[config.mk]
export PLATFORM = sky130hd
export DESIGN_NAME = magnetic_sensor_mode_config
export DESIGN_NICKNAME = d
export VERILOG_FILES = /design/src/core/mag_cfg_pkg.sv /design/src/core/magnetic_sensor_mode_config.sv /design/src/core/threshold_decode.sv /design/src/core/trigger_arbiter.sv
export VERILOG_INCLUDE_DIRS = /design/src /design/src/core
export SDC_FILE = /design/constraint.sdc
export NUM_CORES = 1
export LEC_CHECK = 0
export ABC_AREA = 1
export ABC_CLOCK_PERIOD_IN_PS = 1700
export BUFFER_PORTS_ARGS = -buffer_cell sky130_fd_sc_hd__buf_2
export CAP_MARGIN = 20
export CORE_UTILIZATION = 51
export CTS_BUF_LIST = sky130_fd_sc_hd__clkbuf_8
export CTS_CLUSTER_SIZE = 20
export DETAILED_ROUTE_END_ITERATION = 10
export GPL_TIMING_DRIVEN = 0
export PLACE_DENSITY = 0.77
export SLEW_MARGIN = 25
export SYNTH_ARGS = -nofsm -noshare
export SYNTH_HDL_FRONTEND = slang
export SYNTH_SLANG_ARGS = --single-unit
[constraint.sdc]
create_clock -name clk -period 1.7 [get_ports clk]
set_clock_uncertainty 0.1 [all_clocks]
set_input_delay 0.34 -clock clk [delete_from_list [all_inputs] [get_ports clk]]
set_output_delay 0.34 -clock clk [all_outputs]
set_load 0.01 [all_outputs]
[src/core/mag_cfg_map.svh]
/*
  register offsets, field positions, reset values and codes of the
  mode and channel configuration bank.
  assumes inclusion by bare name from core/ files; definitions only.
*/
`ifndef MAG_CFG_MAP_SVH
`define MAG_CFG_MAP_SVH

// ----------------------------------------
// offsets and reset values
// ----------------------------------------
`define MODE_REG_OFS 8'h01
`define CHAN_REG_OFS 8'h02
`define MODE_REG_RST 8'h00
`define CHAN_REG_RST 8'h00
`define CHAN_WR_MASK 8'hf0

// ----------------------------------------
// field positions
// ----------------------------------------
`define SCHEME_HI 7
`define SCHEME_LO 5
`define NOISE_BIT 4
`define GLITCH_BIT 3
`define TRIG_SRC_BIT 2
`define OPMODE_HI 1
`define OPMODE_LO 0
`define CHSEL_HI 7
`define CHSEL_LO 4

// ----------------------------------------
// codes
// ----------------------------------------
`define SCHEME_SIGNED 3'h0
`define SCHEME_MIRROR 3'h1
`define SCHEME_BAND0 3'h2
`define BAND_BASE_LSB 9'h008
`define CMP_RES_BITS 12
`define CH_X 2'h0
`define CH_Y 2'h1
`define CH_Z 2'h2
`define DIAG_NONE 3'h0
`define DIAG_FRONT_POS 3'h1
`define DIAG_FRONT_NEG 3'h2
`define DIAG_HALL_RES 3'h3
`define DIAG_HALL_OFS 3'h4

`endif

[src/core/mag_cfg_pkg.sv]
/*
  types shared by the configuration bank and its helpers.
  assumes nothing beyond a SystemVerilog compiler.
*/
package mag_cfg_pkg;

  typedef enum logic [1:0] {
    OPM_STANDBY = 2'h0,
    OPM_SLEEP = 2'h1,
    OPM_CONT = 2'h2,
    OPM_RSVD = 2'h3
  } op_mode_e;

  // gray along idle -> pend -> run
  typedef enum logic [1:0] {
    CV_IDLE = 2'h0,
    CV_PEND = 2'h1,
    CV_RUN = 2'h3
  } conv_state_e;

  typedef struct packed {
    logic [2:0] mask;
    logic [5:0] steps;
    logic [1:0] nsteps;
    logic [2:0] diag;
  } chan_plan_s;

endpackage : mag_cfg_pkg

[src/core/magnetic_sensor_mode_config.sv]
/*
  mode and channel configuration bank of a three-axis magnetic sensor,
  with trigger handling and decoded controls for the front end.
  assumes an i2c protocol engine on clk that presents single-byte register
  writes and reads as one-cycle strobes, and a converter on clk that
  reports busy and a done pulse. the alert pin is asynchronous.
*/
`include "mag_cfg_map.svh"
`timescale 1ns/1ps
`default_nettype none

module magnetic_sensor_mode_config (
  // clock and reset
  input wire logic clk,
  input wire logic arst_n,
  // register port from the i2c engine
  input wire logic [7:0] reg_addr,
  input wire logic [7:0] reg_wdata,
  input wire logic reg_wr,
  input wire logic reg_rd,
  output logic [7:0] reg_rdata,
  output logic reg_rdata_valid,
  // trigger sources
  input wire logic i2c_trig_cmd,
  input wire logic alert_pin_n,
  // converter handshake
  input wire logic conv_busy,
  input wire logic conv_done,
  output logic conv_start,
  output logic trigger_pending,
  // per-axis threshold bytes from the threshold registers
  input wire logic [7:0] axis_threshold_byte_x,
  input wire logic [7:0] axis_threshold_byte_y,
  input wire logic [7:0] axis_threshold_byte_z,
  input wire logic threshold_direction,
  // decoded operating controls
  output logic [1:0] operating_mode,
  output logic noise_current_select,
  output logic glitch_filter_bypass,
  output logic trigger_from_alert,
  // decoded channel plan
  output logic [2:0] channel_mask,
  output logic [5:0] channel_steps,
  output logic [1:0] channel_step_count,
  output logic [2:0] diag_select,
  // decoded threshold controls, x in the low byte
  output logic [2:0] thr_cmp_en,
  output logic [23:0] thr_high,
  output logic [23:0] thr_low,
  output logic [8:0] thr_band_lsb,
  output logic thr_dir_used
);

  // ----------------------------------------
  // channel plan decode
  // ----------------------------------------
  function automatic mag_cfg_pkg::chan_plan_s chan_plan(input logic [3:0] code);
    mag_cfg_pkg::chan_plan_s p;
    p = '0;
    p.diag = `DIAG_NONE;
    if (code == 4'h0) begin
      p.mask = 3'h0;
    end else if (code <= 4'h7) begin
      p.mask = code[2:0];
      p.nsteps = 2'(code[0] + code[1] + code[2]);
    end else if (code == 4'h8) begin
      p.mask = 3'h3;
      p.steps = {`CH_X, `CH_Y, `CH_X};
      p.nsteps = 2'h3;
    end else if (code == 4'h9) begin
      p.mask = 3'h3;
      p.steps = {`CH_Y, `CH_X, `CH_Y};
      p.nsteps = 2'h3;
    end else if (code == 4'ha) begin
      p.mask = 3'h6;
      p.steps = {`CH_Y, `CH_Z, `CH_Y};
      p.nsteps = 2'h3;
    end else if (code == 4'hb) begin
      p.mask = 3'h5;
      p.steps = {`CH_X, `CH_Z, `CH_X};
      p.nsteps = 2'h3;
    end else if (code == 4'hc) begin
      p.mask = 3'h7;
      p.nsteps = 2'h3;
      p.diag = `DIAG_FRONT_POS;
    end else if (code == 4'hd) begin
      p.mask = 3'h7;
      p.nsteps = 2'h3;
      p.diag = `DIAG_FRONT_NEG;
    end else if (code == 4'he) begin
      p.diag = `DIAG_HALL_RES;
    end else begin
      p.diag = `DIAG_HALL_OFS;
    end
    // plain masks list steps from the lowest enabled axis
    if (code != 4'h0 && code <= 4'h7) begin
      p.steps = code[0] ? {4'h0, `CH_X} : (code[1] ? {4'h0, `CH_Y} : {4'h0, `CH_Z});
      if (code == 4'h3) p.steps = {2'h0, `CH_Y, `CH_X};
      if (code == 4'h5) p.steps = {2'h0, `CH_Z, `CH_X};
      if (code == 4'h6) p.steps = {2'h0, `CH_Z, `CH_Y};
      if (code == 4'h7) p.steps = {`CH_Z, `CH_Y, `CH_X};
    end
    return p;
  endfunction : chan_plan

  // ----------------------------------------
  // registers
  // ----------------------------------------
  logic [7:0] mode_reg_ff;
  logic [7:0] chan_reg_ff;
  logic [7:0] rdata_ff;
  logic rvalid_ff;

  wire logic hit_mode = (reg_addr == `MODE_REG_OFS);
  wire logic hit_chan = (reg_addr == `CHAN_REG_OFS);
  wire logic wr_mode = reg_wr && hit_mode;
  wire logic wr_chan = reg_wr && hit_chan;

  // reserved low nibble of the channel register is never stored
  wire logic [7:0] nxt_chan = reg_wdata & `CHAN_WR_MASK;

  // unmapped reads answer zero
  wire logic [7:0] nxt_rdata = hit_mode ? mode_reg_ff
                             : hit_chan ? chan_reg_ff
                             : 8'h00;

  always_ff @(posedge clk or negedge arst_n) begin
    if (!arst_n) begin
      mode_reg_ff <= `MODE_REG_RST;
    end else if (wr_mode) begin
      // reserved mode code is kept but starts nothing
      mode_reg_ff <= reg_wdata;
    end
  end

  always_ff @(posedge clk or negedge arst_n) begin
    if (!arst_n) begin
      chan_reg_ff <= `CHAN_REG_RST;
    end else if (wr_chan) begin
      chan_reg_ff <= nxt_chan;
    end
  end

  always_ff @(posedge clk or negedge arst_n) begin
    if (!arst_n) begin
      rdata_ff <= 8'h00;
      rvalid_ff <= 1'b0;
    end else begin
      rvalid_ff <= reg_rd;
      if (reg_rd) rdata_ff <= nxt_rdata;
    end
  end

  // ----------------------------------------
  // field views
  // ----------------------------------------
  wire logic [2:0] scheme = mode_reg_ff[`SCHEME_HI:`SCHEME_LO];
  wire logic [1:0] opm = mode_reg_ff[`OPMODE_HI:`OPMODE_LO];
  wire logic trig_src_alert = mode_reg_ff[`TRIG_SRC_BIT];
  wire logic [3:0] chsel = chan_reg_ff[`CHSEL_HI:`CHSEL_LO];
  wire mag_cfg_pkg::chan_plan_s plan = chan_plan(chsel);

  // ----------------------------------------
  // alert pin synchroniser and edge
  // ----------------------------------------
  logic alert_s1_ff;
  logic alert_s2_ff;
  logic alert_s3_ff;

  always_ff @(posedge clk or negedge arst_n) begin
    if (!arst_n) begin
      alert_s1_ff <= 1'b1;
      alert_s2_ff <= 1'b1;
      alert_s3_ff <= 1'b1;
    end else begin
      alert_s1_ff <= alert_pin_n;
      alert_s2_ff <= alert_s1_ff;
      alert_s3_ff <= alert_s2_ff;
    end
  end

  // trigger is the falling edge; a held-low pin gives one trigger only
  wire logic alert_fall = alert_s3_ff && !alert_s2_ff;

  // ----------------------------------------
  // trigger selection and arbitration
  // ----------------------------------------
  // the unselected source is ignored outright, not queued
  wire logic trig_sel = trig_src_alert ? alert_fall : i2c_trig_cmd;

  logic arb_start;
  logic arb_pending;

  trigger_arbiter u_arb (
    .clk(clk),
    .arst_n(arst_n),
    .op_mode(opm),
    .trig(trig_sel),
    .conv_busy(conv_busy),
    .conv_done(conv_done),
    .conv_start(arb_start),
    .pending(arb_pending)
  );

  // ----------------------------------------
  // threshold shaping per axis
  // ----------------------------------------
  wire logic [23:0] thr_bytes = {axis_threshold_byte_z, axis_threshold_byte_y,
                                 axis_threshold_byte_x};
  logic [2:0] td_en;
  logic [23:0] td_hi;
  logic [23:0] td_lo;
  logic [8:0] td_band;
  logic td_dir;

  genvar ax;
  generate
    for (ax = 0; ax < 3; ax++) begin : g_axis
      if (ax == 0) begin : g_first
        threshold_decode u_td (
          .scheme(scheme),
          .thr_byte(thr_bytes[8*ax +: 8]),
          .dir_in(threshold_direction),
          .cmp_en(td_en[ax]),
          .thr_hi(td_hi[8*ax +: 8]),
          .thr_lo(td_lo[8*ax +: 8]),
          .band_lsb(td_band),
          .dir_used(td_dir)
        );
      end else begin : g_rest
        threshold_decode u_td (
          .scheme(scheme),
          .thr_byte(thr_bytes[8*ax +: 8]),
          .dir_in(threshold_direction),
          .cmp_en(td_en[ax]),
          .thr_hi(td_hi[8*ax +: 8]),
          .thr_lo(td_lo[8*ax +: 8]),
          .band_lsb(),
          .dir_used()
        );
      end
    end
  endgenerate

  // ----------------------------------------
  // output registers
  // ----------------------------------------
  logic conv_start_ff;
  logic pending_ff;
  logic [1:0] opm_ff;
  logic noise_ff;
  logic glitch_ff;
  logic trig_src_ff;
  logic [2:0] mask_ff;
  logic [5:0] steps_ff;
  logic [1:0] nsteps_ff;
  logic [2:0] diag_ff;
  logic [2:0] cmp_en_ff;
  logic [23:0] hi_ff;
  logic [23:0] lo_ff;
  logic [8:0] band_ff;
  logic dir_ff;

  // decoded controls lag the register by one cycle; the converter
  // only samples them when a conversion starts, so this is harmless
  always_ff @(posedge clk or negedge arst_n) begin
    if (!arst_n) begin
      opm_ff <= 2'h0;
      noise_ff <= 1'b0;
      glitch_ff <= 1'b0;
      trig_src_ff <= 1'b0;
    end else begin
      opm_ff <= opm;
      noise_ff <= mode_reg_ff[`NOISE_BIT];
      glitch_ff <= mode_reg_ff[`GLITCH_BIT];
      trig_src_ff <= trig_src_alert;
    end
  end

  always_ff @(posedge clk or negedge arst_n) begin
    if (!arst_n) begin
      mask_ff <= 3'h0;
      steps_ff <= 6'h00;
      nsteps_ff <= 2'h0;
      diag_ff <= `DIAG_NONE;
    end else begin
      mask_ff <= plan.mask;
      steps_ff <= plan.steps;
      nsteps_ff <= plan.nsteps;
      diag_ff <= plan.diag;
    end
  end

  always_ff @(posedge clk or negedge arst_n) begin
    if (!arst_n) begin
      cmp_en_ff <= 3'h0;
      hi_ff <= 24'h00_0000;
      lo_ff <= 24'h00_0000;
      band_ff <= 9'h000;
      dir_ff <= 1'b0;
    end else begin
      cmp_en_ff <= td_en;
      hi_ff <= td_hi;
      lo_ff <= td_lo;
      band_ff <= td_band;
      dir_ff <= td_dir;
    end
  end

  always_ff @(posedge clk or negedge arst_n) begin
    if (!arst_n) begin
      conv_start_ff <= 1'b0;
      pending_ff <= 1'b0;
    end else begin
      conv_start_ff <= arb_start;
      pending_ff <= arb_pending;
    end
  end

  // ----------------------------------------
  // port drive
  // ----------------------------------------
  assign reg_rdata = rdata_ff;
  assign reg_rdata_valid = rvalid_ff;
  assign conv_start = conv_start_ff;
  assign trigger_pending = pending_ff;
  assign operating_mode = opm_ff;
  assign noise_current_select = noise_ff;
  assign glitch_filter_bypass = glitch_ff;
  assign trigger_from_alert = trig_src_ff;
  assign channel_mask = mask_ff;
  assign channel_steps = steps_ff;
  assign channel_step_count = nsteps_ff;
  assign diag_select = diag_ff;
  assign thr_cmp_en = cmp_en_ff;
  assign thr_high = hi_ff;
  assign thr_low = lo_ff;
  assign thr_band_lsb = band_ff;
  assign thr_dir_used = dir_ff;

endmodule : magnetic_sensor_mode_config
`default_nettype wire

[src/core/threshold_decode.sv]
/*
  per-axis threshold shaping from the scheme field and one threshold byte.
  assumes inputs are registered by the caller; purely combinational.
*/
`include "mag_cfg_map.svh"
`timescale 1ns/1ps
`default_nettype none

module threshold_decode (
  // configuration
  input wire logic [2:0] scheme,
  input wire logic [7:0] thr_byte,
  input wire logic dir_in,
  // shaped threshold
  output logic cmp_en,
  output logic [7:0] thr_hi,
  output logic [7:0] thr_lo,
  output logic [8:0] band_lsb,
  output logic dir_used
);

  wire logic is_signed = (scheme == `SCHEME_SIGNED);
  wire logic is_mirror = (scheme == `SCHEME_MIRROR);
  wire logic [7:0] mag7 = {1'b0, thr_byte[6:0]};
  wire logic [2:0] band_sh = 3'(scheme - `SCHEME_BAND0);

  assign cmp_en = (thr_byte != 8'h00);
  assign thr_hi = is_mirror ? mag7 : thr_byte;
  assign thr_lo = is_mirror ? 8'(~mag7 + 8'h01) : thr_byte;
  // band counted in 12-bit result LSBs
  assign band_lsb = (is_signed || is_mirror) ? 9'h000
                    : 9'(`BAND_BASE_LSB << band_sh);
  assign dir_used = (is_signed || is_mirror) ? dir_in : 1'b0;

endmodule : threshold_decode
`default_nettype wire

[src/core/trigger_arbiter.sv]
/*
  single-conversion trigger arbitration and continuous-mode restart.
  assumes conv_busy and conv_done come from the converter on clk.
*/
`include "mag_cfg_map.svh"
`timescale 1ns/1ps
`default_nettype none

module trigger_arbiter (
  // clock and reset
  input wire logic clk,
  input wire logic arst_n,
  // control
  input wire logic [1:0] op_mode,
  input wire logic trig,
  // converter
  input wire logic conv_busy,
  input wire logic conv_done,
  output logic conv_start,
  output logic pending
);

  mag_cfg_pkg::conv_state_e state_ff, nxt_state;
  logic start_ff;

  wire logic standby = (op_mode == mag_cfg_pkg::OPM_STANDBY);
  wire logic cont = (op_mode == mag_cfg_pkg::OPM_CONT);

  always_comb begin
    nxt_state = state_ff;
    case (state_ff)
      mag_cfg_pkg::CV_IDLE: begin
        if (cont && !conv_busy) nxt_state = mag_cfg_pkg::CV_RUN;
        else if (standby && trig) nxt_state = mag_cfg_pkg::CV_PEND;
      end
      mag_cfg_pkg::CV_PEND: begin
        // extra triggers here are simply not looked at
        if (!standby) nxt_state = mag_cfg_pkg::CV_IDLE;
        else if (!conv_busy) nxt_state = mag_cfg_pkg::CV_RUN;
      end
      mag_cfg_pkg::CV_RUN: begin
        if (conv_done) nxt_state = mag_cfg_pkg::CV_IDLE;
      end
      default: nxt_state = mag_cfg_pkg::CV_IDLE;
    endcase
  end

  always_ff @(posedge clk or negedge arst_n) begin
    if (!arst_n) begin
      state_ff <= mag_cfg_pkg::CV_IDLE;
      start_ff <= 1'b0;
    end else begin
      state_ff <= nxt_state;
      start_ff <= (nxt_state == mag_cfg_pkg::CV_RUN) && (state_ff != mag_cfg_pkg::CV_RUN);
    end
  end

  assign conv_start = start_ff;
  assign pending = (state_ff == mag_cfg_pkg::CV_PEND);

endmodule : trigger_arbiter
`default_nettype wire

## Yosys cells after proc, flatten, opt, wreduce, memory -nomap -nowiden

Cells that the tools add are included.

- Bits in writable memories: 0
- Input port bits: 49
- ROM bits: 0
- Word-level logic and storage cells: 118
- Register bits: 109
- Latch bits: 0
- Memories kept: 0
- Output and inout bits: 91

- Muxes and demuxes: 46
- Reduce and logical (&&, ||, !) cells: 18
- Divide/modulo/power cells: 0
- Shifts and indexed selects: 1
- Eq/ne operators: 19
- $add $sub $neg: 6
- Bitwise gates (word level): 3
- Order comparisons: 1
- $mul: 0

Operators with widths:

| operator | number |
|---|---|
| two-way mux 8 bit | 8 |
| two-way mux 11 bit | 4 |
| two-way mux 3 bit | 13 |
| two-way mux 6 bit | 5 |
| == test 4 bit, second input constant | 7 |
| adder 8 x 1 -> 8 bit, second input constant | 3 |
| inverter 7 -> 8 bit | 3 |
| nonzero test 8 bit | 3 |
| two-way mux 2 bit | 10 |
| == test 4 x 3 -> 1 bit, second input constant | 3 |
| two-way mux 9 bit | 1 |
| << shifter 4 x 3 -> 9 bit, first input constant | 1 |
| == test 8 x 1 -> 1 bit, second input constant | 1 |
| == test 8 x 2 -> 1 bit, second input constant | 1 |
| logical AND 1 bit | 7 |
| == test 2 bit, second input constant | 3 |
| case mux 2 bit (3 select lines) | 1 |
| two-way mux 5 bit | 1 |
| == test 4 x 2 -> 1 bit, second input constant | 1 |
| less-or-equal comparator 4 x 3 -> 1 bit, second input constant | 1 |
| zero test 2 bit | 2 |
| zero test 4 bit | 1 |
| two-way mux 4 bit | 1 |
| nonzero test 4 bit | 1 |
| 10 further kinds | 12 |

## Depth between registers and ports, before layout

Gate-level depths: netlist of run 1.

- Word-level depth: 11
- Mapped depth: 8
- Mapped depth without buffers: 7

## By module

Synthesis of run 1 repeated with hierarchy kept, for this count alone.

- Cells, all modules: 474
- Area total of the unflattened synthesis: 4508.1 um^2

By module, submodules not included:

| module | area each (um^2) | seq. area each (um^2) | instances | cells an instance |
|---|---|---|---|---|
| magnetic_sensor_mode_config | 3289.4 | 2656.3 | 1 | 243 |
| threshold_decode | 347.8 | 0.0 | 3 | 69 |
| trigger_arbiter | 175.2 | 75.1 | 1 | 24 |

## Least setup slack after synthesis of run 1

No wires, ideal clock.

- Path type: input port to flip-flop
- Start: input reg_addr[4]
- End: register mode_reg_ff[0]
- Data required time: 1.474 ns
- Buffers on the path: 1
- Data arrival time: 1.079 ns
- Stages on the path: 7
- Setup slack: 0.395 ns
- Setup time: 0.126 ns
- Cell sequence: inv_1 nand2_2 nor2_4 nand2_4 nor2_8 buf_12 o21ai_0

- Longest elaborated chain between the ends: 2

Ends and longest elaborated chain:

| what | RTL line | text |
|---|---|---|
| from (decl) | magnetic_sensor_mode_config.sv:17 | `input wire logic [7:0] reg_addr,` |
| == test 8 x 1 -> 1 bit (no source line) | n/a |  |
| logical AND 1 bit | magnetic_sensor_mode_config.sv:116 | `wire logic wr_mode = reg_wr && hit_mode;` |
| to (signal assigned) | magnetic_sensor_mode_config.sv:129 | `` mode_reg_ff <= `MODE_REG_RST; `` |
| to (signal assigned) | magnetic_sensor_mode_config.sv:132 | `mode_reg_ff <= reg_wdata;` |
| to (decl) | magnetic_sensor_mode_config.sv:109 | `logic [7:0] mode_reg_ff;` |

No other way between the ends.
A chain may end at the register's enable or synchronous reset.

## Worst setup path in the final report of run 1

- Start: input axis_threshold_byte_y[1]
- End: register lo_ff[14] (netlist: thr_low[14])

- Longest elaborated chain between the ends: 3

Ends and longest elaborated chain:

| what | RTL line | text |
|---|---|---|
| from (decl) | magnetic_sensor_mode_config.sv:33 | `input wire logic [7:0] axis_threshold_byte_y,` |
| inverter 7 -> 8 bit | threshold_decode.sv:29 | `assign thr_lo = is_mirror ? 8'(~mag7 + 8'h01) : thr_byte;` |
| adder 8 x 1 -> 8 bit | threshold_decode.sv:29 |  |
| two-way mux 8 bit | threshold_decode.sv:29 |  |
| named net g_axis[1].g_rest.u_td.thr_lo[6] | threshold_decode.sv:17 | `output logic [7:0] thr_lo,` |
| to (signal assigned) | magnetic_sensor_mode_config.sv:304 | `lo_ff <= td_lo;` |
| to (decl) | magnetic_sensor_mode_config.sv:260 | `logic [23:0] lo_ff;` |

The timed path passes the listed nets, and every way through them passes these cells.

==> metrics.md, run 1 <==
| Metric | Value |
|---|---|
| Max Clk Rate | `between 600 and 700 MHz` |
| Layout Area Growth over Synthesis | `29.0%` |
| Crit end category | `flop` |
| Top sig layer | `met4` |
| GRT overflow | `0` |
| CTS tree | `yes` |
| Final ANT Viol Nets | `0` |
| FF+latch count, synth | `103` |
| Final wirelength | `8000 µm` |
| DR pass1 iterations | `4` |
| Simple-gate area share of the yosys netlist | `17.9%` |
| Power Density | `880 nW/µm²` |
| Most frequent cell after synthesis | `dfrtp_1` |
| DP Wirelength | `between 5000 and 6000 µm` |
| Synth warnings | `0` |
| Max Buffers Root-to-Sink | `2` |
| DIE WIDTH | `90.2 µm` |
| Synth cell types | `32` |
| GPL Wtd Cong | `0.762` |
| Nature of the critical path startpoint | `input pin` |
| CTS Buf Count | `9` |
| Maximum vdd drop | `0.529 mV` |
| R2r startpoint | `mode_reg_ff[6]$_DFFE_PN0P_` |
| Slew HR | `66.0%` |
| # rows | `31` |
| Met2 routed WL | `~4000 µm` |
| CP Max Fanout | `4` |
| Predominant post-synthesis flop cell | `dfrtp_1` |
| Dominant cells by area after synthesis | `dfrtp_1 63%, nand2_1 7.7%, inv_1 4.9%, nor2_1 3.1%, o21ai_0 2.8%` |
| Flop2flop setup slack | `0.24 ns` |
| Async SR Flop Fraction | `100%` |
| Worst Setup SP | `axis_threshold_byte_y[1]` |
| M1 WL | `~3200 µm` |
| Largest family of logic cells by synthesized area | `simple AND/OR/NAND/NOR gates` |
| # Post-CTS Setup Buffers | `0` |
| N_diodes | `0` |
| Hold Path Depth | `1` |
| HP Class | `in -> reg` |
| Post-layout instance area | `5120 µm²` |
| Reg clk slew, reported paths | `0.10 ns` |
| # DRC | `0` |
| Crit path to | `thr_low[14]$_DFF_PN0_` |
| Post-synthesis mux area share | `0%` |
| Number of synthesized flops with an enable pin | `0` |
| Power Total | `4.51 mW` |
| Total number of vias | `a little over 3000` |
| Synth Area in Compound Gates | `4.42%` |
| Layout Nets | `596` |
| Post-synth top area share | `between 60% and 70%` |
| Worst-Margin Slew | `0.511 ns` |
| Status | `finished clean` |
| Slew Viols, Final | `0` |
| CTS-repair resized insts | `0` |
| Max cap viols | `0` |
| CP Class | `in -> reg` |
| Port Buffers | `around 140` |
| Met3 routed WL | `about 640 µm` |
| FF-to-FF End | `thr_low[2]$_DFF_PN0_` |
| First-pass GRT wire length | `13500 µm` |
| Via/cell ratio | `roughly 4.7` |
| GR Util All Layers | `21.0%` |
| Fraction of layout cells with a size suffix above 1 | `33.6%` |
| Initial DRC Count | `between 70 and 80` |
| Synthesized area | `between 3000 and 4000 µm²` |
| Post-synthesis adder-cell area fraction | `under 10%` |
| Seq/Total Area, Yosys | `65.1%` |
| Antenna violations before repair | `0` |
| Final setup viols | `0` |
| Detailed-route wire length per cell | `12.4 µm` |
| Clock sink count | `103` |
| Fin util | `a little over two thirds` |
| Most frequent cells after synthesis | `100 x dfrtp_1, 81 x nand2_1, 52 x inv_1` |
| Placed Area | `4810 µm²` |
| Cell taking the most area after synthesis | `dfrtp_1` |
| Final Hold Vio Count | `0` |
| Area of the core | `7370 µm²` |
| DIE HEIGHT | `90.2 µm` |
| I/O pin count | `140` |
| Pin count of the biggest net entering global routing | `slightly below 60` |
| Area of the die | `slightly above 8000 µm²` |
| Unrepaired setup endpoints after global routing | `no` |
| FF-to-FF path depth | `6` |
| Root buffer selected by CTS | `clkbuf_8` |
| Tmin final | `1.59 ns` |
| Leak pwr | `2.80 nW` |
| Critical Path RT | `1.87 ns` |
| CP arrival | `about 1.8 ns` |
| Final setup margin | `0.109 ns` |
| Clk Latency, worst-skew pair | `0.35 ns` |
| Period utilization | `93.6%` |
| Pre-CTS setup slack | `0.110 ns` |
| Htree depth | `3` |
| Initial Util | `53.8%` |
| Syn_area_per_cell | `roughly 10 µm²` |
| Via count of the first global-routing pass | `approximately 3100` |
| Synthesized instance count | `around 380` |
| Xor/xnor share of the synthesized area | `under 10%` |
-- worst min path at each step --
stage                                     startpoint                    endpoint  slack [ns]
after floorplan                               arst_n  chan_reg_ff[4]$_DFFE_PN0P_       -0.06
after global placement    u_arb.conv_start$_DFF_PN0_        conv_start$_DFF_PN0_        0.24
after detailed placement                      arst_n   channel_mask[0]$_DFF_PN0_        0.23
after CTS                                     reg_rd   reg_rdata_valid$_DFF_PN0_       0.001
after global routing        axis_threshold_byte_x[3]       thr_high[3]$_DFF_PN0_       0.005
final                       axis_threshold_byte_x[3]       thr_high[3]$_DFF_PN0_        0.02
-- per-layer routing --
layer | vias up | track usage (%)
li1 | 1492 | -
met2 | 117 | 36.0
met4 | 0 | 9.95
met1 | 1436 | 24.4
met3 | 21 | 6.01
met5 | - | 0
-- registers in the layout, summed over array words and instances, names as in the netlist, 2 cells and up --
name and cells:
channel_step_count 2, thr_band_lsb 6, diag_select 3, thr_cmp_en 3, channel_steps 6, reg_rdata 8
thr_high 21, chan_reg_ff 4, channel_mask 3, u_arb.state_ff 2, operating_mode 2, mode_reg_ff 8
thr_low 24
-- power breakdown --
| group | switching, mW | total, mW | internal, mW |
|---|---|---|---|
| logic | 0.304 | 0.513 | 0.209 |
| registers | 0.0492 | 2.61 | 2.57 |
| clock network | 0.801 | 1.38 | 0.577 |
| total | 1.15 | 4.51 | 3.35 |
-- layout by cell type, fill, tap and decap left out, drive strengths merged --
master,Yosys,final
xnor2,3,3
dfstp,3,3
dlygate4sd3,0,13
nand4,7,7
dfrtp,100,100
nand3b,1,1
nand3,19,19
clkbuf,2,12
o21ai,24,24
inv,53,53
nand2,90,90
o211ai,1,1
a21oi,3,3
clkinvlp,0,2
ha,4,4
nor3,3,3
clkinv,0,4
xor2,12,12
or2,1,1
fa,1,1
buf,10,147
conb,1,3
nor2,37,37
o22ai,4,4
-- what timing repair did --
item / 4_1_cts / 5_1_grt
setup endpoints to repair: 0 / 0
hold buffers: 12 / 1
hold endpoints to repair: 67 / 1
-- layout make-up --
| class | count | area (µm²) |
|---|---|---|
| Inverter | 53 | 199 |
| Clock buffer | 10 | 138 |
| Timing Repair Buffer | 150 | 837 |
| Tap cell | 99 | 124 |
| Clock inverter | 6 | 46.3 |
| Fill cell | 567 | 2250 |
| Multi-Input combinational cell | 213 | 1100 |
| Sequential cell | 103 | 2580 |
| Buffer | 12 | 96.3 |
-- critical path: stages --
cell and delay, ns:
dlygate4sd3_1 0.54, buf_2 0.13, inv_1 0.10, ha_1 0.21, nand4_1 0.16, nand2_1 0.11, xor2_1 0.18
-- kinds of logic (layout without fill, tap and decap cells) --
kind of cell	after synthesis	count (layout)
AOI/OAI and AO/OA	32	32
xor gates and xnor gates	15	15
adders and majority gates	5	5
buffers and inverters	65	231
DFF	103	103
other	1	3
and+or+nand+nor	158	158
-- through the flow --
step	hold WS (ns)	cells	TNS, ns
4_1_cts	0.00116	645	0
5_1_grt	0.00490	646	0
3_3_place_gp	0.237	616	-76.33
3_5_place_dp	0.231	617	0
2_1_floorplan	-0.0556	381	0
6_report	0.0158	646	0
Note: power is estimated with default switching activity, not from simulation.
==> inputs of run 2 (changes only) <==
--- a/config.mk
+++ b/config.mk
@@ -16,6 +16,7 @@
 export DETAILED_ROUTE_END_ITERATION = 10
 export GPL_TIMING_DRIVEN = 0
 export PLACE_DENSITY = 0.77
+export REMOVE_ABC_BUFFERS = 1
 export SLEW_MARGIN = 25
 export SYNTH_ARGS = -nofsm -noshare
 export SYNTH_HDL_FRONTEND = slang
==> run 2 against run 1 <==
  * Worst setup slack improved by 0.049 ns
  * Register-to-register slack got worse by 0.03 ns
  * Flip-flop and latch count is the same
  * Non-clock buffer count down 12
  * Routed wire length grew 0.40%
  * Via count shrank 1.5%
  * Die area did not move
  * Global-route usage barely moved
  * First-iteration DRC count up 53%
  * Core utilization is 0.82 points lower
==> metrics.md, run 2 (synthesis results as in run 1) <==
| Metric | Value |
|---|---|
| Status | `finished clean (unchanged)` |
| Power Density | `919 nW/µm² (was 880 nW/µm²)` |
| Unrepaired setup endpoints after global routing | `no (unchanged)` |
| Reg clk slew, reported paths | `0.09 ns (was 0.10 ns)` |
| CP delay by family, top | `buffers and inverters (unchanged)` |
| CTS tree | `yes (unchanged)` |
| Detailed-route wire length per cell | `12.6 µm (was 12.4 µm)` |
| Nature of the critical path startpoint | `input pin (unchanged)` |
| Leak pwr | `2.75 nW (was 2.80 nW)` |
| Final ANT Viol Nets | `0 (unchanged)` |
| Max Buffers Root-to-Sink | `2 (unchanged)` |
| DP Wirelength | `6000 µm (was 5870 µm)` |
| CTS Buf Count | `9 (unchanged)` |
| Crit-path cells | `dlygate4sd3_1, buf_2, inv_1, ha_1, nand4_1, nand2_1, xor2_1 (unchanged)` |
| Pin count of the biggest net entering global routing | `57 (was 58)` |
| Layout Nets | `585 (was 596)` |
| Slowest stage delay, CP | `0.53 ns (was 0.54 ns)` |
| Max reg flops | `24 (unchanged)` |
| Worst Path Buf+Inv | `3 (unchanged)` |
| GPL Wtd Cong | `0.841 (was 0.762)` |
| DIE WIDTH | `90.2 µm (unchanged)` |
| Maximum vdd drop | `0.537 mV (was 0.529 mV)` |
| Total number of vias | `3020 (was 3066)` |
| CP Max Fanout | `4 (unchanged)` |
| Final setup viols | `0 (unchanged)` |
| Fill cells | `578 (was 567)` |
| # rows | `31 (unchanged)` |
| DR pass1 iterations | `4 (unchanged)` |
| Post-route insts no fill | `635 (was 646)` |
| I/O pin count | `140 (unchanged)` |
| HP Class | `in -> reg (unchanged)` |
| Max cap viols | `0 (unchanged)` |
| Root buffer selected by CTS | `clkbuf_8 (unchanged)` |
| Max Clk Rate | `649 MHz (was 628 MHz)` |
| Slew Viols, Final | `0 (unchanged)` |
| Via count of the first global-routing pass | `2973 (was 3082)` |
| Placed Instances | `605 (was 617)` |
| Commonest non-fill, non-tap cell in the layout | `buf_2 (unchanged)` |
| Post-route setup TNS | `0 ns (unchanged)` |
| Clk Latency, worst-skew pair | `0.35 ns (about the same)` |
| GR Util All Layers | `21.0% (about the same)` |
| Clock sink count | `103 (unchanged)` |
| Initial DRC Count | `110 (was 72)` |
| Area of the core | `7370 µm² (unchanged)` |
| Final Hold Vio Count | `0 (unchanged)` |
| DIE HEIGHT | `90.2 µm (unchanged)` |
| # DRC | `0 (unchanged)` |
| Power Total | `4.65 mW (was 4.51 mW)` |
| N_diodes | `0 (unchanged)` |
| CP Class | `in -> reg (unchanged)` |
| Crit end category | `flop (unchanged)` |
| CP arrival | `1.72 ns (was 1.76 ns)` |
| Period utilization | `90.7% (was 93.6%)` |
| Layout Area Growth over Synthesis | `27.5% (was 29.0%)` |
| Final wirelength | `8030 µm (was 8000 µm)` |
| Area of the die | `8140 µm² (unchanged)` |
| GRT overflow | `0 (unchanged)` |
| Crit path max-delay cell type | `dlygate4sd3_1 (unchanged)` |
| Critical Path RT | `1.88 ns (was 1.87 ns)` |
| First-pass GRT wire length | `13500 µm (about the same)` |
| Antenna violations before repair | `0 (unchanged)` |
| Via/cell ratio | `4.76 (was 4.75)` |
| Initial Util | `53.8% (unchanged)` |
| Htree depth | `3 (unchanged)` |
| Tmin final | `1.54 ns (was 1.59 ns)` |
| Port Buffers | `136 (unchanged)` |
| Commonest non-fill, non-tap cells in the layout | `135 x buf_2, 100 x dfrtp_1, 80 x nand2_1, 52 x inv_1, 33 x nor2_1 (was 136 x buf_2, 100 x dfrtp_1, 81 x nand2_1, 52 x inv_1, 33 x nor2_1)` |
| Fraction of layout cells with a size suffix above 1 | `33.2% (was 33.6%)` |
-- run 2: per-stage QoR --
step,setup WS [ns],hold WS [ns],util (%),area (µm²)
after global routing,0.0709,0.00463,68.7,5060
after CTS,0.0442,0.00160,68.6,5050
after global placement,-0.761,0.232,63.5,4680
after detailed placement,-0.156,0.209,64.0,4720
after floorplan,0.242,-0.0556,-,3880
final,0.158,0.0147,68.7,5060
-- run 2: path summary, 6_finish.rpt --
| kind | start | endpoint | slack, ns | depth (start not counted) |
|---|---|---|---|---|
| setup / recovery | axis_threshold_byte_y[1] | thr_low[14]$_DFF_PN0_ | 0.16 | 7 |
| hold / removal | axis_threshold_byte_y[5] | thr_high[13]$_DFF_PN0_ | 0.01 | 1 |
| setup reg to reg | mode_reg_ff[6]$_DFFE_PN0P_ | thr_low[11]$_DFF_PN0_ | 0.21 | 6 |
| hold reg to reg | alert_s1_ff$_DFF_PN1_ | alert_s2_ff$_DFF_PN1_ | 0.26 | 0 |
| max in group asynchronous | arst_n | alert_s1_ff$_DFF_PN1_ | 0.46 | 3 |
| min in group asynchronous | arst_n | channel_mask[1]$_DFF_PN0_ | 0.39 | 2 |
-- run 2: power breakdown --
group | internal (mW) | total (mW) | switching, mW
Sequential | 2.57 | 2.63 | 0.0615
Clock | 0.696 | 1.53 | 0.830
Combinational | 0.198 | 0.497 | 0.299
Total | 3.46 | 4.65 | 1.19
-- run 2: timing repair --
action                                  4_1_cts  5_1_grt
hold buffers                                 11        0
pin swaps                                     1        0
resized for setup                             0        2
buffers inserted                              2        0
endpoints found under the setup margin        9        7
hold endpoints to repair                     57        0
gates cloned                                  1        0
-- run 2: worst register-to-register path, delay by kind of cell (launching register included) --
kind	cells	cell delay (ns)
and+or+nand+nor	3	0.38
buffers and inverters	2	0.32
DFF	1	0.44
xor gates and xnor gates	1	0.15
-- run 2: final cells by class --
cell class | count | area [µm²] | area share (%)
Clock buffer | 9 | 124 | 2.45
Clock inverter | 7 | 80.1 | 1.58
Inverter | 53 | 199 | 3.93
Multi-Input combinational cell | 214 | 1110 | 22.0
Sequential cell | 103 | 2580 | 51.0
Tap cell | 99 | 124 | 2.45
Timing Repair Buffer | 150 | 840 | 16.6
-- run 2: per-layer routing --
metal	wire, µm	vias to the layer above	global-route usage (%)
li1	-	1471	-
met1	3230	1432	25.0
met2	4100	107	36.4
met3	610	10	6.09
met4	97	0	7.39
met5	0	-	0
==> inputs of run 3 (changes only) <==
--- a/config.mk
+++ b/config.mk
@@ -8,14 +8,14 @@
 export LEC_CHECK = 0
 export ABC_AREA = 1
 export ABC_CLOCK_PERIOD_IN_PS = 1700
-export BUFFER_PORTS_ARGS = -buffer_cell sky130_fd_sc_hd__buf_2
-export CAP_MARGIN = 20
-export CORE_UTILIZATION = 51
+export CAP_MARGIN = 0
+export CORE_UTILIZATION = 57
 export CTS_BUF_LIST = sky130_fd_sc_hd__clkbuf_8
 export CTS_CLUSTER_SIZE = 20
 export DETAILED_ROUTE_END_ITERATION = 10
+export DONT_BUFFER_PORTS = 1
 export GPL_TIMING_DRIVEN = 0
-export PLACE_DENSITY = 0.77
+export PLACE_DENSITY = 0.68
 export REMOVE_ABC_BUFFERS = 1
 export SLEW_MARGIN = 25
 export SYNTH_ARGS = -nofsm -noshare
==> run 3 against run 2 <==
  * The flow now finishes with violations (negative hold slack)
  * Sequential power grew 2%
  * Clock power grew 17%
  * Register-to-register slack lost 0.08 ns
  * Power grew 2.1%
  * Critical endpoint is now thr_low[11]$_DFF_PN0_
==> metrics.md, run 3 (synthesis results as in run 1) <==
| Metric | Value |
|---|---|
| FF-to-FF path depth | `6 (unchanged)` |
| Via count of the first global-routing pass | `2566 (was 2973)` |
| Crit-path cells | `inv_1, nand2_1, nor2_4, buf_4, nand2_1, xor2_1 (was dlygate4sd3_1, buf_2, inv_1, ha_1, nand4_1, nand2_1, xor2_1)` |
| Layout Area Growth over Synthesis | `15.1% (was 27.5%)` |
| CTS Buf Count | `9 (unchanged)` |
| Met2 Usage GRT | `34.5% (was 36.4%)` |
| Crit path max-delay cell type | `dfrtp_1 (was dlygate4sd3_1)` |
| M1 GR Usage | `26.2% (was 25.0%)` |
| First-pass GRT wire length | `11900 µm (was 13500 µm)` |
| Initial DRC Count | `81 (was 110)` |
| Unrepaired setup endpoints after global routing | `no (unchanged)` |
| Slowest stage delay, CP | `0.43 ns (was 0.53 ns)` |
| CTS tree | `yes (unchanged)` |
| Antenna violations before repair | `0 (unchanged)` |
| Commonest non-fill, non-tap cell in the layout | `dfrtp_1 (was buf_2)` |
| Most common cell on crit path | `nand2_1` |
| Tmin final | `1.57 ns (was 1.54 ns)` |
| Area of the die | `7300 µm² (was 8140 µm²)` |
| Slew Viols, Final | `0 (unchanged)` |
| Final wirelength | `7360 µm (was 8030 µm)` |
| DP Wirelength | `4740 µm (was 6000 µm)` |
| GR Util All Layers | `21.3% (was 21.0%)` |
| Max Clk Rate | `638 MHz (was 649 MHz)` |
| Fraction of layout cells with a size suffix above 1 | `9.29% (was 33.2%)` |
| Period utilization | `92.1% (was 90.7%)` |
| HP Class | `in -> async (was in -> reg)` |
| Pin count of the biggest net entering global routing | `104 (was 57)` |
| Max Buffers Root-to-Sink | `2 (unchanged)` |
| DIE HEIGHT | `85.4 µm (was 90.2 µm)` |
| Total number of vias | `2561 (was 3020)` |
| DIE WIDTH | `85.4 µm (was 90.2 µm)` |
| Crit end category | `flop (unchanged)` |
| Status | `complete, but fails checks (was finished clean)` |
| Fill cells | `514 (was 578)` |
| Fin util | `67.6% (was 68.7%)` |
| Power Density | `1040 nW/µm² (was 919 nW/µm²)` |
| Area of the core | `6760 µm² (was 7370 µm²)` |
| Detailed-route wire length per cell | `14.7 µm (was 12.6 µm)` |
| Violated checks | `negative hold slack` |
| Root buffer selected by CTS | `clkbuf_8 (unchanged)` |
| Via/cell ratio | `5.12 (was 4.76)` |
| # rows | `30 (was 31)` |
| # DRC | `0 (unchanged)` |
| Final ANT Viol Nets | `0 (unchanged)` |
| Global route hottest layer | `met2 (unchanged)` |
| Area of the multi-input gates | `1110 µm² (about the same)` |
| GRT overflow | `0 (unchanged)` |
| Pre-CTS setup slack | `-0.161 ns (was -0.156 ns)` |
| Final setup margin | `0.134 ns (was 0.158 ns)` |
| Nature of the critical path startpoint | `flop (was input pin)` |
| Max reg flops | `24 (unchanged)` |
| Max cap viols | `0 (unchanged)` |
| Port Buffers | `0 (was 136)` |
| I/O pin count | `140 (unchanged)` |
| Clock sink count | `103 (unchanged)` |
| Hold buffers post-CTS | `32 (was 11)` |
| Reg clk slew, reported paths | `0.10 ns (was 0.09 ns)` |
| Worst hold slack | `-0.429 ns (was 0.0147 ns)` |
| Initial Util | `58.7% (was 53.8%)` |
| CP Class | `reg -> reg (was in -> reg)` |
| Leak pwr | `2.27 nW (was 2.75 nW)` |
| Flop2flop setup slack | `0.13 ns (was 0.21 ns)` |
| Htree depth | `3 (unchanged)` |
| DR pass1 iterations | `4 (unchanged)` |
| Clk Latency, worst-skew pair | `0.35 ns (about the same)` |
| Final setup viols | `0 (unchanged)` |
| CP Max Fanout | `6 (was 4)` |
| Layout Nets | `469 (was 585)` |
| N_diodes | `0 (unchanged)` |
| Maximum vdd drop | `0.503 mV (was 0.537 mV)` |
| GPL Wtd Cong | `0.807 (was 0.841)` |
| Seq. cell area | `2580 µm² (unchanged)` |
| Met3 Usage GRT | `6.81% (was 6.09%)` |
| CP arrival | `1.71 ns (was 1.72 ns)` |
| R2r startpoint | `mode_reg_ff[6]$_DFFE_PN0P_ (unchanged)` |
| Critical Path RT | `1.84 ns (was 1.88 ns)` |
| FF-to-FF End | `thr_low[11]$_DFF_PN0_ (unchanged)` |
| Commonest non-fill, non-tap cells in the layout | `100 x dfrtp_1, 81 x nand2_1, 53 x inv_1, 33 x nor2_1, 32 x dlygate4sd3_1 (was 135 x buf_2, 100 x dfrtp_1, 80 x nand2_1, 52 x inv_1, 33 x nor2_1)` |
| Final Hold Vio Count | `103 (was 0)` |
[run 3: cell count changes in the layout (fill, tap and decap cells not counted), moves of 2 or more]
cell           change
buf_2            -135
bufinv_16          +2
clkinv_4           -2
dlygate4sd3_1     +21
[run 3: how the worst max path moves through the flow]
stage                               start  cells after the start  slack, ns                     to
6_report       mode_reg_ff[6]$_DFFE_PN0P_                      6       0.13  thr_low[11]$_DFF_PN0_
5_1_grt        mode_reg_ff[6]$_DFFE_PN0P_                      6       0.02   thr_low[2]$_DFF_PN0_
4_1_cts        mode_reg_ff[6]$_DFFE_PN0P_                      5       0.08   thr_low[4]$_DFF_PN0_
3_5_place_dp   mode_reg_ff[6]$_DFFE_PN0P_                      6      -0.16   thr_low[2]$_DFF_PN0_
3_3_place_gp   mode_reg_ff[6]$_DFFE_PN0P_                      6      -0.12  thr_low[18]$_DFF_PN0_
2_1_floorplan  mode_reg_ff[6]$_DFFE_PN0P_                      6       0.24  thr_low[10]$_DFF_PN0_
[run 3: per-stage QoR]
stage / instances / instance area, µm² / power, mW / setup TNS, ns
floorplan: 369 / 3880 / 2.88 / 0
global placement: 449 / 3980 / 2.93 / -0.459
detailed placement: 449 / 3980 / 2.93 / -0.806
CTS: 500 / 4560 / 4.78 / 0
global route: 500 / 4570 / 4.94 / 0
finish: 500 / 4570 / 4.75 / 0
[run 3: cell type report]
cell class | instances | share of cell area, %
sequential | 103 | 56.5
timing repair buffer | 34 | 7.34
clock buffer | 9 | 2.71
inverter | 53 | 4.35
clock inverter | 7 | 2.60
tap | 80 | 2.19
multi-input combinational | 214 | 24.3
[run 3: what timing repair did]
action | in CTS | in global routing
endpoints found under the setup margin | 9 | 3
buffers inserted | 2 | 0
pin swaps | 1 | 0
resized for setup | 0 | 1
hold endpoints to repair | 144 | 103
cloned | 1 | 0
[run 3: critical path, delay by kind of cell, from the launching register on]
kind | cells | cell delay [ns]
buffers and inverters | 2 | 0.30
xor gates and xnor gates | 1 | 0.15
DFF | 1 | 0.43
and+or+nand+nor | 3 | 0.49
[run 3: report_power, final]
part           internal [mW]  total [mW]  switching [mW]
sequential              2.57        2.69           0.126
clock                  0.983        1.79           0.806
combinational          0.120       0.263           0.143
[run 3: metal layers]
layer  routed length [µm]  part of all wire [%]
met5                    0                     0
met4                  133                   1.8
met2                 3510                    48
met1                 3150                    43
met3                  566                   7.7
